===== src/therm_wake_pkg.sv =====
// package: constants and carriers for charger wake and thermistor fault logic
package therm_wake_pkg;
  localparam int unsigned CLK_HZ = 10_000_000;
  localparam int unsigned OV_RELEASE_MS = 200;
  localparam int unsigned OV_PERIOD_MS = 4000;
  localparam int unsigned OV_RELEASE_CYC = OV_RELEASE_MS * (CLK_HZ / 1000);
  localparam int unsigned OV_PERIOD_CYC = OV_PERIOD_MS * (CLK_HZ / 1000);
  localparam int unsigned CHECK_PERIOD_CYC = 1_000_000;
  localparam int unsigned BIAS_SETTLE_CYC = 1000;
  localparam int unsigned FILTER_CYC = 5_000_000;
  localparam int unsigned SYNC_STAGES = 3;

  typedef enum logic [1:0] {
    PWR_SHUTDOWN = 2'b00,
    PWR_ACTIVE   = 2'b01,
    PWR_LOWPOWER = 2'b10
  } pwr_state_e;

  typedef enum logic [2:0] {
    CHK_IDLE     = 3'b000,
    CHK_EXT_SENSE = 3'b001,
    CHK_BIAS     = 3'b010,
    CHK_CLASSIFY = 3'b011
  } chk_state_e;

  // comparator outputs from the thermistor analog front end
  typedef struct packed {
    logic above_ext_pullup;
    logic above_open;
    logic below_hot;
    logic below_short;
  } therm_cmp_s;

  typedef struct packed {
    logic over_temp;
    logic open_or_cold;
    logic shorted;
  } therm_fault_s;
endpackage


===== src/charger_wake_thermistor_faults.sv =====
// charger wake, power state and thermistor fault classification
`timescale 1ns/1ps
module charger_wake_thermistor_faults #(
  parameter int unsigned CHECK_PERIOD = therm_wake_pkg::CHECK_PERIOD_CYC,
  parameter int unsigned BIAS_SETTLE = therm_wake_pkg::BIAS_SETTLE_CYC,
  parameter int unsigned FILTER = therm_wake_pkg::FILTER_CYC,
  parameter int unsigned OV_PERIOD = therm_wake_pkg::OV_PERIOD_CYC,
  parameter int unsigned OV_RELEASE = therm_wake_pkg::OV_RELEASE_CYC
) (
  // clock and reset
  input wire logic i_core_clk,
  input wire logic i_arst_n,
  // analog comparator inputs (asynchronous)
  input wire logic i_charger_sense_pin,
  input wire logic i_charger_return_pin,
  input wire therm_wake_pkg::therm_cmp_s i_thermistor_input,
  // configuration
  input wire logic i_ov_signal_via_thermistor,
  input wire logic i_temp_monitor_disable,
  input wire logic i_shutdown_on_fault,
  input wire logic i_ov_fault,
  // outputs
  output logic o_internal_regulator,
  output logic o_charge_fet_drive,
  output logic o_discharge_fet_drive,
  output logic o_thermistor_bias_output,
  output logic o_thermistor_pull_low,
  output therm_wake_pkg::pwr_state_e o_pwr_state,
  output therm_wake_pkg::therm_fault_s o_therm_fault,
  output logic o_charger_present
);
  import therm_wake_pkg::*;

  // three-stage synchronisers; changes count when stages two and three agree
  logic [SYNC_STAGES-1:0] chg_sync_r, ret_sync_r;
  logic [SYNC_STAGES-1:0] cmp_sync_r [4];
  logic chg_lvl_r, ret_lvl_r;
  logic [3:0] cmp_lvl_r;
  logic [3:0] cmp_raw;
  assign cmp_raw = i_thermistor_input;

  always_ff @(posedge i_core_clk or negedge i_arst_n) begin
    if (!i_arst_n) begin
      chg_sync_r <= '0;
      ret_sync_r <= '0;
      for (int k = 0; k < 4; k++) begin
        cmp_sync_r[k] <= '0;
      end
    end else begin
      chg_sync_r <= {chg_sync_r[SYNC_STAGES-2:0], i_charger_sense_pin};
      ret_sync_r <= {ret_sync_r[SYNC_STAGES-2:0], i_charger_return_pin};
      for (int k = 0; k < 4; k++) begin
        cmp_sync_r[k] <= {cmp_sync_r[k][SYNC_STAGES-2:0], cmp_raw[k]};
      end
    end
  end

  always_ff @(posedge i_core_clk or negedge i_arst_n) begin
    if (!i_arst_n) begin
      chg_lvl_r <= 1'b0;
      ret_lvl_r <= 1'b0;
      cmp_lvl_r <= '0;
    end else begin
      if (chg_sync_r[1] == chg_sync_r[2]) begin
        chg_lvl_r <= chg_sync_r[2];
      end
      if (ret_sync_r[1] == ret_sync_r[2]) begin
        ret_lvl_r <= ret_sync_r[2];
      end
      for (int k = 0; k < 4; k++) begin
        if (cmp_sync_r[k][1] == cmp_sync_r[k][2]) begin
          cmp_lvl_r[k] <= cmp_sync_r[k][2];
        end
      end
    end
  end

  therm_cmp_s cmp;
  assign cmp = cmp_lvl_r;

  // overvoltage pull-down with periodic release window
  logic pull_active;
  logic [31:0] ov_cnt_r;
  logic in_release;
  assign pull_active = i_ov_signal_via_thermistor && i_ov_fault;
  assign in_release = ov_cnt_r < OV_RELEASE;

  always_ff @(posedge i_core_clk or negedge i_arst_n) begin
    if (!i_arst_n) begin
      ov_cnt_r <= '0;
    end else if (!pull_active) begin
      ov_cnt_r <= 32'(OV_RELEASE); // first pull starts at once
    end else if (ov_cnt_r >= OV_PERIOD - 1) begin
      ov_cnt_r <= '0;
    end else begin
      ov_cnt_r <= ov_cnt_r + 32'd1;
    end
  end

  // charger detection: continuous, or only in release window while pulling
  logic chg_detect;
  assign chg_detect = chg_lvl_r && (!pull_active || in_release);

  logic chg_prev_r;
  logic chg_rise;
  always_ff @(posedge i_core_clk or negedge i_arst_n) begin
    if (!i_arst_n) begin
      chg_prev_r <= 1'b0;
    end else begin
      chg_prev_r <= chg_detect;
    end
  end
  // fresh detection only, so a charger left attached does not re-wake after a short
  assign chg_rise = chg_detect && !chg_prev_r;

  // periodic thermistor check
  chk_state_e chk_r;
  logic [31:0] chk_cnt_r;
  logic ext_bias_r;
  logic monitor_on;
  assign monitor_on = (o_pwr_state != PWR_SHUTDOWN) && !i_temp_monitor_disable && !pull_active;

  always_ff @(posedge i_core_clk or negedge i_arst_n) begin
    if (!i_arst_n) begin
      chk_r <= CHK_IDLE;
      chk_cnt_r <= '0;
      ext_bias_r <= 1'b0;
    end else if (!monitor_on) begin
      chk_r <= CHK_IDLE;
      chk_cnt_r <= '0;
    end else begin
      case (chk_r)
        CHK_IDLE: begin
          if (chk_cnt_r >= CHECK_PERIOD - 1) begin
            chk_cnt_r <= '0;
            chk_r <= CHK_EXT_SENSE;
          end else begin
            chk_cnt_r <= chk_cnt_r + 32'd1;
          end
        end
        CHK_EXT_SENSE: begin
          ext_bias_r <= cmp.above_ext_pullup;
          chk_r <= CHK_BIAS;
        end
        CHK_BIAS: begin
          if (chk_cnt_r >= BIAS_SETTLE - 1) begin
            chk_cnt_r <= '0;
            chk_r <= CHK_CLASSIFY;
          end else begin
            chk_cnt_r <= chk_cnt_r + 32'd1;
          end
        end
        CHK_CLASSIFY: begin
          chk_r <= CHK_IDLE;
        end
        default: begin
          chk_r <= CHK_IDLE;
        end
      endcase
    end
  end

  // bias pulsed only inside a check and only without external supply
  always_ff @(posedge i_core_clk or negedge i_arst_n) begin
    if (!i_arst_n) begin
      o_thermistor_bias_output <= 1'b0;
    end else begin
      o_thermistor_bias_output <= monitor_on && !ext_bias_r &&
        (chk_r == CHK_BIAS || chk_r == CHK_CLASSIFY);
    end
  end

  // fault classification and filter-time recovery of open/cold fault
  logic [31:0] open_clr_r;
  logic short_hit;
  assign short_hit = (chk_r == CHK_CLASSIFY) && cmp.below_short && o_pwr_state != PWR_SHUTDOWN;

  always_ff @(posedge i_core_clk or negedge i_arst_n) begin
    if (!i_arst_n) begin
      o_therm_fault <= '0;
      open_clr_r <= '0;
    end else if (i_temp_monitor_disable || o_pwr_state == PWR_SHUTDOWN) begin
      o_therm_fault <= '0;
      open_clr_r <= '0;
    end else if (chk_r == CHK_CLASSIFY) begin
      o_therm_fault.shorted <= cmp.below_short;
      o_therm_fault.over_temp <= cmp.below_hot && !cmp.below_short;
      if (cmp.above_open) begin
        o_therm_fault.open_or_cold <= 1'b1;
        open_clr_r <= '0;
      end
    end else if (o_therm_fault.open_or_cold && !cmp.above_open) begin
      if (open_clr_r >= FILTER - 1) begin
        o_therm_fault.open_or_cold <= 1'b0;
        open_clr_r <= '0;
      end else begin
        open_clr_r <= open_clr_r + 32'd1;
      end
    end else begin
      open_clr_r <= '0;
    end
  end

  // a return-pin wake is not latched; a fresh charger detection makes it stick
  logic ret_wake_r;
  always_ff @(posedge i_core_clk or negedge i_arst_n) begin
    if (!i_arst_n) begin
      ret_wake_r <= 1'b0;
    end else if (o_pwr_state == PWR_SHUTDOWN) begin
      ret_wake_r <= ret_lvl_r && !chg_rise;
    end else if (chg_rise) begin
      ret_wake_r <= 1'b0;
    end
  end

  // power state
  logic any_fault;
  assign any_fault = |o_therm_fault;
  always_ff @(posedge i_core_clk or negedge i_arst_n) begin
    if (!i_arst_n) begin
      o_pwr_state <= PWR_SHUTDOWN;
    end else begin
      case (o_pwr_state)
        PWR_SHUTDOWN: begin
          if (chg_rise || ret_lvl_r) begin
            o_pwr_state <= PWR_ACTIVE;
          end
        end
        PWR_ACTIVE, PWR_LOWPOWER: begin
          if (short_hit) begin
            o_pwr_state <= PWR_SHUTDOWN;
          end else if (ret_wake_r && !ret_lvl_r && !chg_rise) begin
            o_pwr_state <= PWR_SHUTDOWN;
          end else if (o_therm_fault.open_or_cold && !chg_lvl_r && !ret_lvl_r) begin
            // overtemperature alone keeps the device active
            o_pwr_state <= i_shutdown_on_fault ? PWR_SHUTDOWN : PWR_LOWPOWER;
          end else if (o_pwr_state == PWR_LOWPOWER && chg_rise) begin
            o_pwr_state <= PWR_ACTIVE;
          end
        end
        default: begin
          o_pwr_state <= PWR_SHUTDOWN;
        end
      endcase
    end
  end

  // outputs
  always_ff @(posedge i_core_clk or negedge i_arst_n) begin
    if (!i_arst_n) begin
      o_internal_regulator <= 1'b0;
      o_charge_fet_drive <= 1'b0;
      o_discharge_fet_drive <= 1'b0;
      o_thermistor_pull_low <= 1'b0;
      o_charger_present <= 1'b0;
    end else begin
      o_internal_regulator <= o_pwr_state != PWR_SHUTDOWN;
      // both FETs wait for the regulator and open on any thermal fault
      o_charge_fet_drive <= o_internal_regulator && o_pwr_state == PWR_ACTIVE && !any_fault;
      o_discharge_fet_drive <= o_internal_regulator && o_pwr_state == PWR_ACTIVE && !any_fault;
      o_thermistor_pull_low <= pull_active && !in_release;
      o_charger_present <= chg_detect;
    end
  end

  a_fet_reg_off: assert property (@(posedge i_core_clk) disable iff (!i_arst_n)
    !o_internal_regulator |=> !o_charge_fet_drive && !o_discharge_fet_drive)
    else $error("fet driven while regulator off");
  a_hot_fets_off: assert property (@(posedge i_core_clk) disable iff (!i_arst_n)
    o_therm_fault.over_temp |=> !o_charge_fet_drive && !o_discharge_fet_drive)
    else $error("fets on during overtemperature");
  a_short_shutdown: assert property (@(posedge i_core_clk) disable iff (!i_arst_n)
    short_hit |=> o_pwr_state == PWR_SHUTDOWN)
    else $error("short did not shut down");
  a_bias_in_check: assert property (@(posedge i_core_clk) disable iff (!i_arst_n)
    o_thermistor_bias_output |-> $past(chk_r == CHK_BIAS || chk_r == CHK_CLASSIFY))
    else $error("bias outside check");
  a_ext_no_bias: assert property (@(posedge i_core_clk) disable iff (!i_arst_n)
    (chk_r == CHK_BIAS && ext_bias_r) |=> !o_thermistor_bias_output)
    else $error("bias on with external supply");
  a_ov_pull: assert property (@(posedge i_core_clk) disable iff (!i_arst_n)
    (pull_active && !in_release) |=> o_thermistor_pull_low)
    else $error("no pull during overvoltage");
  a_pull_no_sense: assert property (@(posedge i_core_clk) disable iff (!i_arst_n)
    o_thermistor_pull_low |-> !$past(chg_detect))
    else $error("sensing while pulling low");
  a_release_window: assert property (@(posedge i_core_clk) disable iff (!i_arst_n)
    $rose(pull_active && in_release) |-> (pull_active && in_release)[*8])
    else $error("release window too short");
  a_ret_wake: assert property (@(posedge i_core_clk) disable iff (!i_arst_n)
    (o_pwr_state == PWR_SHUTDOWN && ret_lvl_r) |=> o_pwr_state == PWR_ACTIVE)
    else $error("return pin did not wake");
  a_open_state: assert property (@(posedge i_core_clk) disable iff (!i_arst_n)
    o_therm_fault.open_or_cold |-> o_pwr_state != PWR_SHUTDOWN || $past(o_pwr_state) != PWR_SHUTDOWN)
    else $error("open fault slept device");
endmodule


===== config.mk =====
export PLATFORM = sky130hd
export DESIGN_NAME = charger_wake_thermistor_faults
export DESIGN_NICKNAME = d
export VERILOG_FILES = /design/src/therm_wake_pkg.sv /design/src/charger_wake_thermistor_faults.sv
export SDC_FILE = /design/constraint.sdc
export NUM_CORES = 1
export LEC_CHECK = 0
export ABC_AREA = 1
export BUFFER_PORTS_ARGS = -buffer_cell sky130_fd_sc_hd__buf_2
export CORE_AREA = 4 4 164 127
export CTS_BUF_LIST = sky130_fd_sc_hd__clkbuf_4 sky130_fd_sc_hd__clkbuf_8 sky130_fd_sc_hd__clkbuf_16
export DETAILED_ROUTE_END_ITERATION = 7
export DIE_AREA = 0 0 168 131
export GPL_TIMING_DRIVEN = 0
export SLEW_MARGIN = 30
export SYNTH_ARGS = -nofsm -noshare
export SYNTH_HDL_FRONTEND = slang
export SYNTH_SLANG_ARGS = --single-unit
export TNS_END_PERCENT = 50

===== constraint.sdc =====
create_clock -name i_core_clk -period 2 [get_ports i_core_clk]
set_clock_uncertainty 0.1 [all_clocks]
set_input_delay 0.6 -clock i_core_clk [delete_from_list [all_inputs] [get_ports i_core_clk]]
set_output_delay 0.6 -clock i_core_clk [all_outputs]
set_load 0.03 [all_outputs]

==> results.sh <==
export IMPL_rsz0062_at_grt="yes"
export IMPL_antenna_found_initial=0
export IMPL_fillers=1859
export IMPL_drive_above_1_share=0.189
export IMPL_cts_sinks=134
export IMPL_vias=5130
export IMPL_grt_pass1_wl_um=23100
export IMPL_syn_area_per_cell_um2=8.41
export IMPL_dpl_cell_count=1068
export IMPL_port_buffers=22
export IMPL_p_leak_nw=3.70
export IMPL_setup_tns_ns=-0.00770
export IMPL_reg2reg_depth=11
export IMPL_gp_congestion=0.836
export IMPL_start_util=0.346
export IMPL_relSlewSlack=0.642
export IMPL_drt_initial_drc_count=473
export IMPL_grt_max_degree=71
export IMPL_row_count=44
export IMPL_dpl_instance_area_mm2=0.00711
export IMPL_outcome="complete, but fails checks"
export IMPL_clkLatencyLatePin_ns=0.41
export IMPL_cts_buffers=17
export IMPL_dp_hpwl_um=9580
export IMPL_synth_area_leaders="dfrtp_1 (51%), nand2_1 (9.8%), nor2_1 (7.1%)"
export IMPL_synth_largest_area_cell="dfrtp_1"
export IMPL_r2r_start="chk_r[0]"
export IMPL_crit_chain="inv_2 > ha_4 > inv_4 > nor3_2 > nand2_1 > nor4_2 > nand3_2 > o21ai_4 > clkbuf_16 > nand3_1 > nand2_1"
export IMPL_finalMaxSlewViolations=0
export IMPL_crit_type="flop to flop"
export IMPL_report_final_hold_viol_count=0
export IMPL_cp_slowest_stage_delay_ns=0.41
export IMPL_synth_cell_types=40
export IMPL_diodes=0
export IMPL_netlist_top_cells_count="nand2_1 (172), dfrtp_1 (134), nor2_1 (126)"
export IMPL_tightest_slew_ns=0.537
export IMPL_arrival_ns=2.26
export IMPL_final_setup_worst_slack_ns=-0.00770
export IMPL_post_drt_wl_per_cell_um=12.4
export IMPL_nets=881
export IMPL_endpoint="chk_cnt_r[0]"
export IMPL_setup_viol=1
export IMPL_cp_end_kind="flop"
export IMPL_cp_start_kind="flop"
export IMPL_cts_max_path_buffers=2
export IMPL_crit_fanout=5
export IMPL_io_pins=23
export IMPL_wl_um=13900
export IMPL_cts_tree="yes"
export IMPL_crit_path_frequent_cell="nand2_1"
export IMPL_coreArea_mm2=0.0191
export IMPL_slowest_stage="dfrtp_1"
export IMPL_die_y_um=131
export IMPL_maxCapViolations=0
export IMPL_critPathBufInv=3
export IMPL_violations="negative setup slack"
export IMPL_h_tree_depth=4
export IMPL_drcViolationCount=0
export IMPL_path_depth=11
export IMPL_synth_cells=787
export IMPL_ys_ff_latch=134
export IMPL_critical_path_top_delay_family="simple AND/OR/NAND/NOR gates"
export IMPL_finalNonFillerCells=1124
export IMPL_routed_via_density=4.56
export IMPL_synth_top_area_frac=0.507
export IMPL_root_buffer="clkbuf_16"
export IMPL_clk_pin_slew_ns=0.06
export IMPL_die_w_um=168
export IMPL_area_growth_pct=23.1
export IMPL_rr_endpoint="chk_cnt_r[0]"
export IMPL_seq_area_frac_synth=0.507
export IMPL_cellPowerDensity_mw_per_mm2=816
export IMPL_finalCriticalPeriod_ns=2.01
export IMPL_finalCritPeriodShare=1.00
export IMPL_ir_drop_uv=690
export IMPL_synth_edf_count=0
export IMPL_grt_overflow_total=0
export IMPL_grt_pass1_vias=4746
export IMPL_reg2reg_slack_ns=-0.008
export IMPL_ys_warn_count=0
export IMPL_synth_top_flop_cell="dfrtp_1"
export IMPL_required_ns=2.25
export IMPL_synth_most_common_cell="nand2_1"
export IMPL_hp_class="input port to asynchronous set/reset pin"
export IMPL_max_freq_mhz=498
export IMPL_syn_area_mm2=0.00662
export IMPL_ant_nets=0
export IMPL_first_pass_iters=5
export IMPL_crit_path_start="chk_r[0]"
export IMPL_final_area_mm2=0.00814
export IMPL_grtUsageTotal=0.129
export IMPL_synthArstFlopShare=1.00
export IMPL_die_area_mm2=0.0220
## worst reg2reg max path, delay by kind of cell (launching register included)
family	cells	cell delay (ns)
simple gates	6	0.78
flops	1	0.41
buf+inv	3	0.36
fa+ha+maj	1	0.16
compound gates	1	0.16
## area by class of cell
cell class | instances | area [µm²] | area share
buffer | 13 | 105 | 0.0129
clock buffer | 17 | 425 | 0.0523
clock inverter | 15 | 168 | 0.0206
inverter | 106 | 408 | 0.0501
multi-input combinational | 539 | 3000 | 0.368
sequential | 134 | 3360 | 0.413
tap | 253 | 317 | 0.0389
timing repair buffer | 47 | 357 | 0.0438
## routing by layer
| layer | track usage | routed length [µm] |
|---|---|---|
| met5 | 0 | 0 |
| met4 | 0.0358 | 119 |
| met3 | 0.0280 | 532 |
| met2 | 0.182 | 5850 |
| met1 | 0.197 | 7400 |
## layout by cell type (no fill, tap or decap), types with 4 or more instances in the layout
cell type  instances
nand2_1          165
dfrtp_1          126
nor2_1           121
inv_1             96
xor2_1            42
nand3_1           34
buf_4             23
buf_2             22
nor3_1            19
nand4_1           19
clkbuf_16         18
o21ai_0           14
nand2_2           12
nor2_2            10
nand3_2           10
nand3b_1          10
dfrtp_2            8
o21ai_1            7
inv_2              6
nor4_1             6
a21oi_1            6
maj3_1             6
ha_1               6
conb_1             6
inv_6              5
o211ai_1           4
xnor2_1            4
inv_4              4
nor2_4             4
buf_6              4
ha_4               4
clkinv_4           4
## repair_timing
item,CTS,global route
buffers inserted,8,15
resized for setup,17,61
cloned,0,1
hold buffers,0,0
endpoints found under the setup margin,61,88
pin swaps,4,16
## report_power, final
group / internal (mW) / leakage (nW) / switching (mW)
clock: 1.87 / 0.291 / 1.27
sequential: 2.81 / 1.76 / 0.0646
combinational: 0.224 / 1.65 / 0.410
total: 4.90 / 3.70 / 1.75
## state kept, by name, indices dropped and copies added, names as in the netlist, 2 cells and up
signal,count
ret_sync_r,3
cmp_sync_r,12
o_pwr_state,2
o_therm_fault,3
chg_sync_r,3
chk_r,2
cmp,4
chk_cnt_r,32
ov_cnt_r,32
open_clr_r,32
## logic make-up (layout without fill, tap and decap cells)
| family | Yosys count | after routing | share of synthesized area |
|---|---|---|---|
| AND/OR/NAND/NOR | 427 | 427 | 0.290 |
| flip-flops | 134 | 134 | 0.507 |
| buffers and inverters | 119 | 198 | 0.0723 |
| XOR/XNOR | 46 | 46 | 0.0609 |
| AO/OA/AOI/OAI | 42 | 42 | 0.0378 |
| adder cells (fa/ha/maj) | 17 | 17 | 0.0299 |
| other | 1 | 6 | 0.000567 |
| multiplexers | 1 | 1 | 0.00170 |
## worst min path at each step
stage | from | to | slack, ns | cells past startpoint
2_1_floorplan | i_arst_n | chg_lvl_r | 0.20 | 0
3_3_place_gp | chg_sync_r[0] | chg_sync_r[1] | 0.23 | 0
3_5_place_dp | cmp_sync_r[3] | cmp_sync_r[4] | 0.23 | 0
4_1_cts | i_arst_n | chg_lvl_r | 0.06 | 1
5_1_grt | i_arst_n | chg_lvl_r | 0.08 | 1
6_report | i_arst_n | chg_lvl_r | 0.04 | 1
## metrics by stage
stage / utilization / hold WS (ns) / setup slack, ns / power [mW]
2_1_floorplan: - / 0.204 / 0.0269 / 3.27
3_5_place_dp: 0.372 / 0.235 / -0.224 / 3.47
4_1_cts: 0.409 / 0.0603 / 0.000713 / 6.64
6_report: 0.426 / 0.0436 / -0.00770 / 6.65
5_1_grt: 0.426 / 0.0822 / -0.101 / 6.94
3_3_place_gp: 0.370 / 0.234 / -1.89 / 3.45
Note: power is estimated with default switching activity, not from simulation.
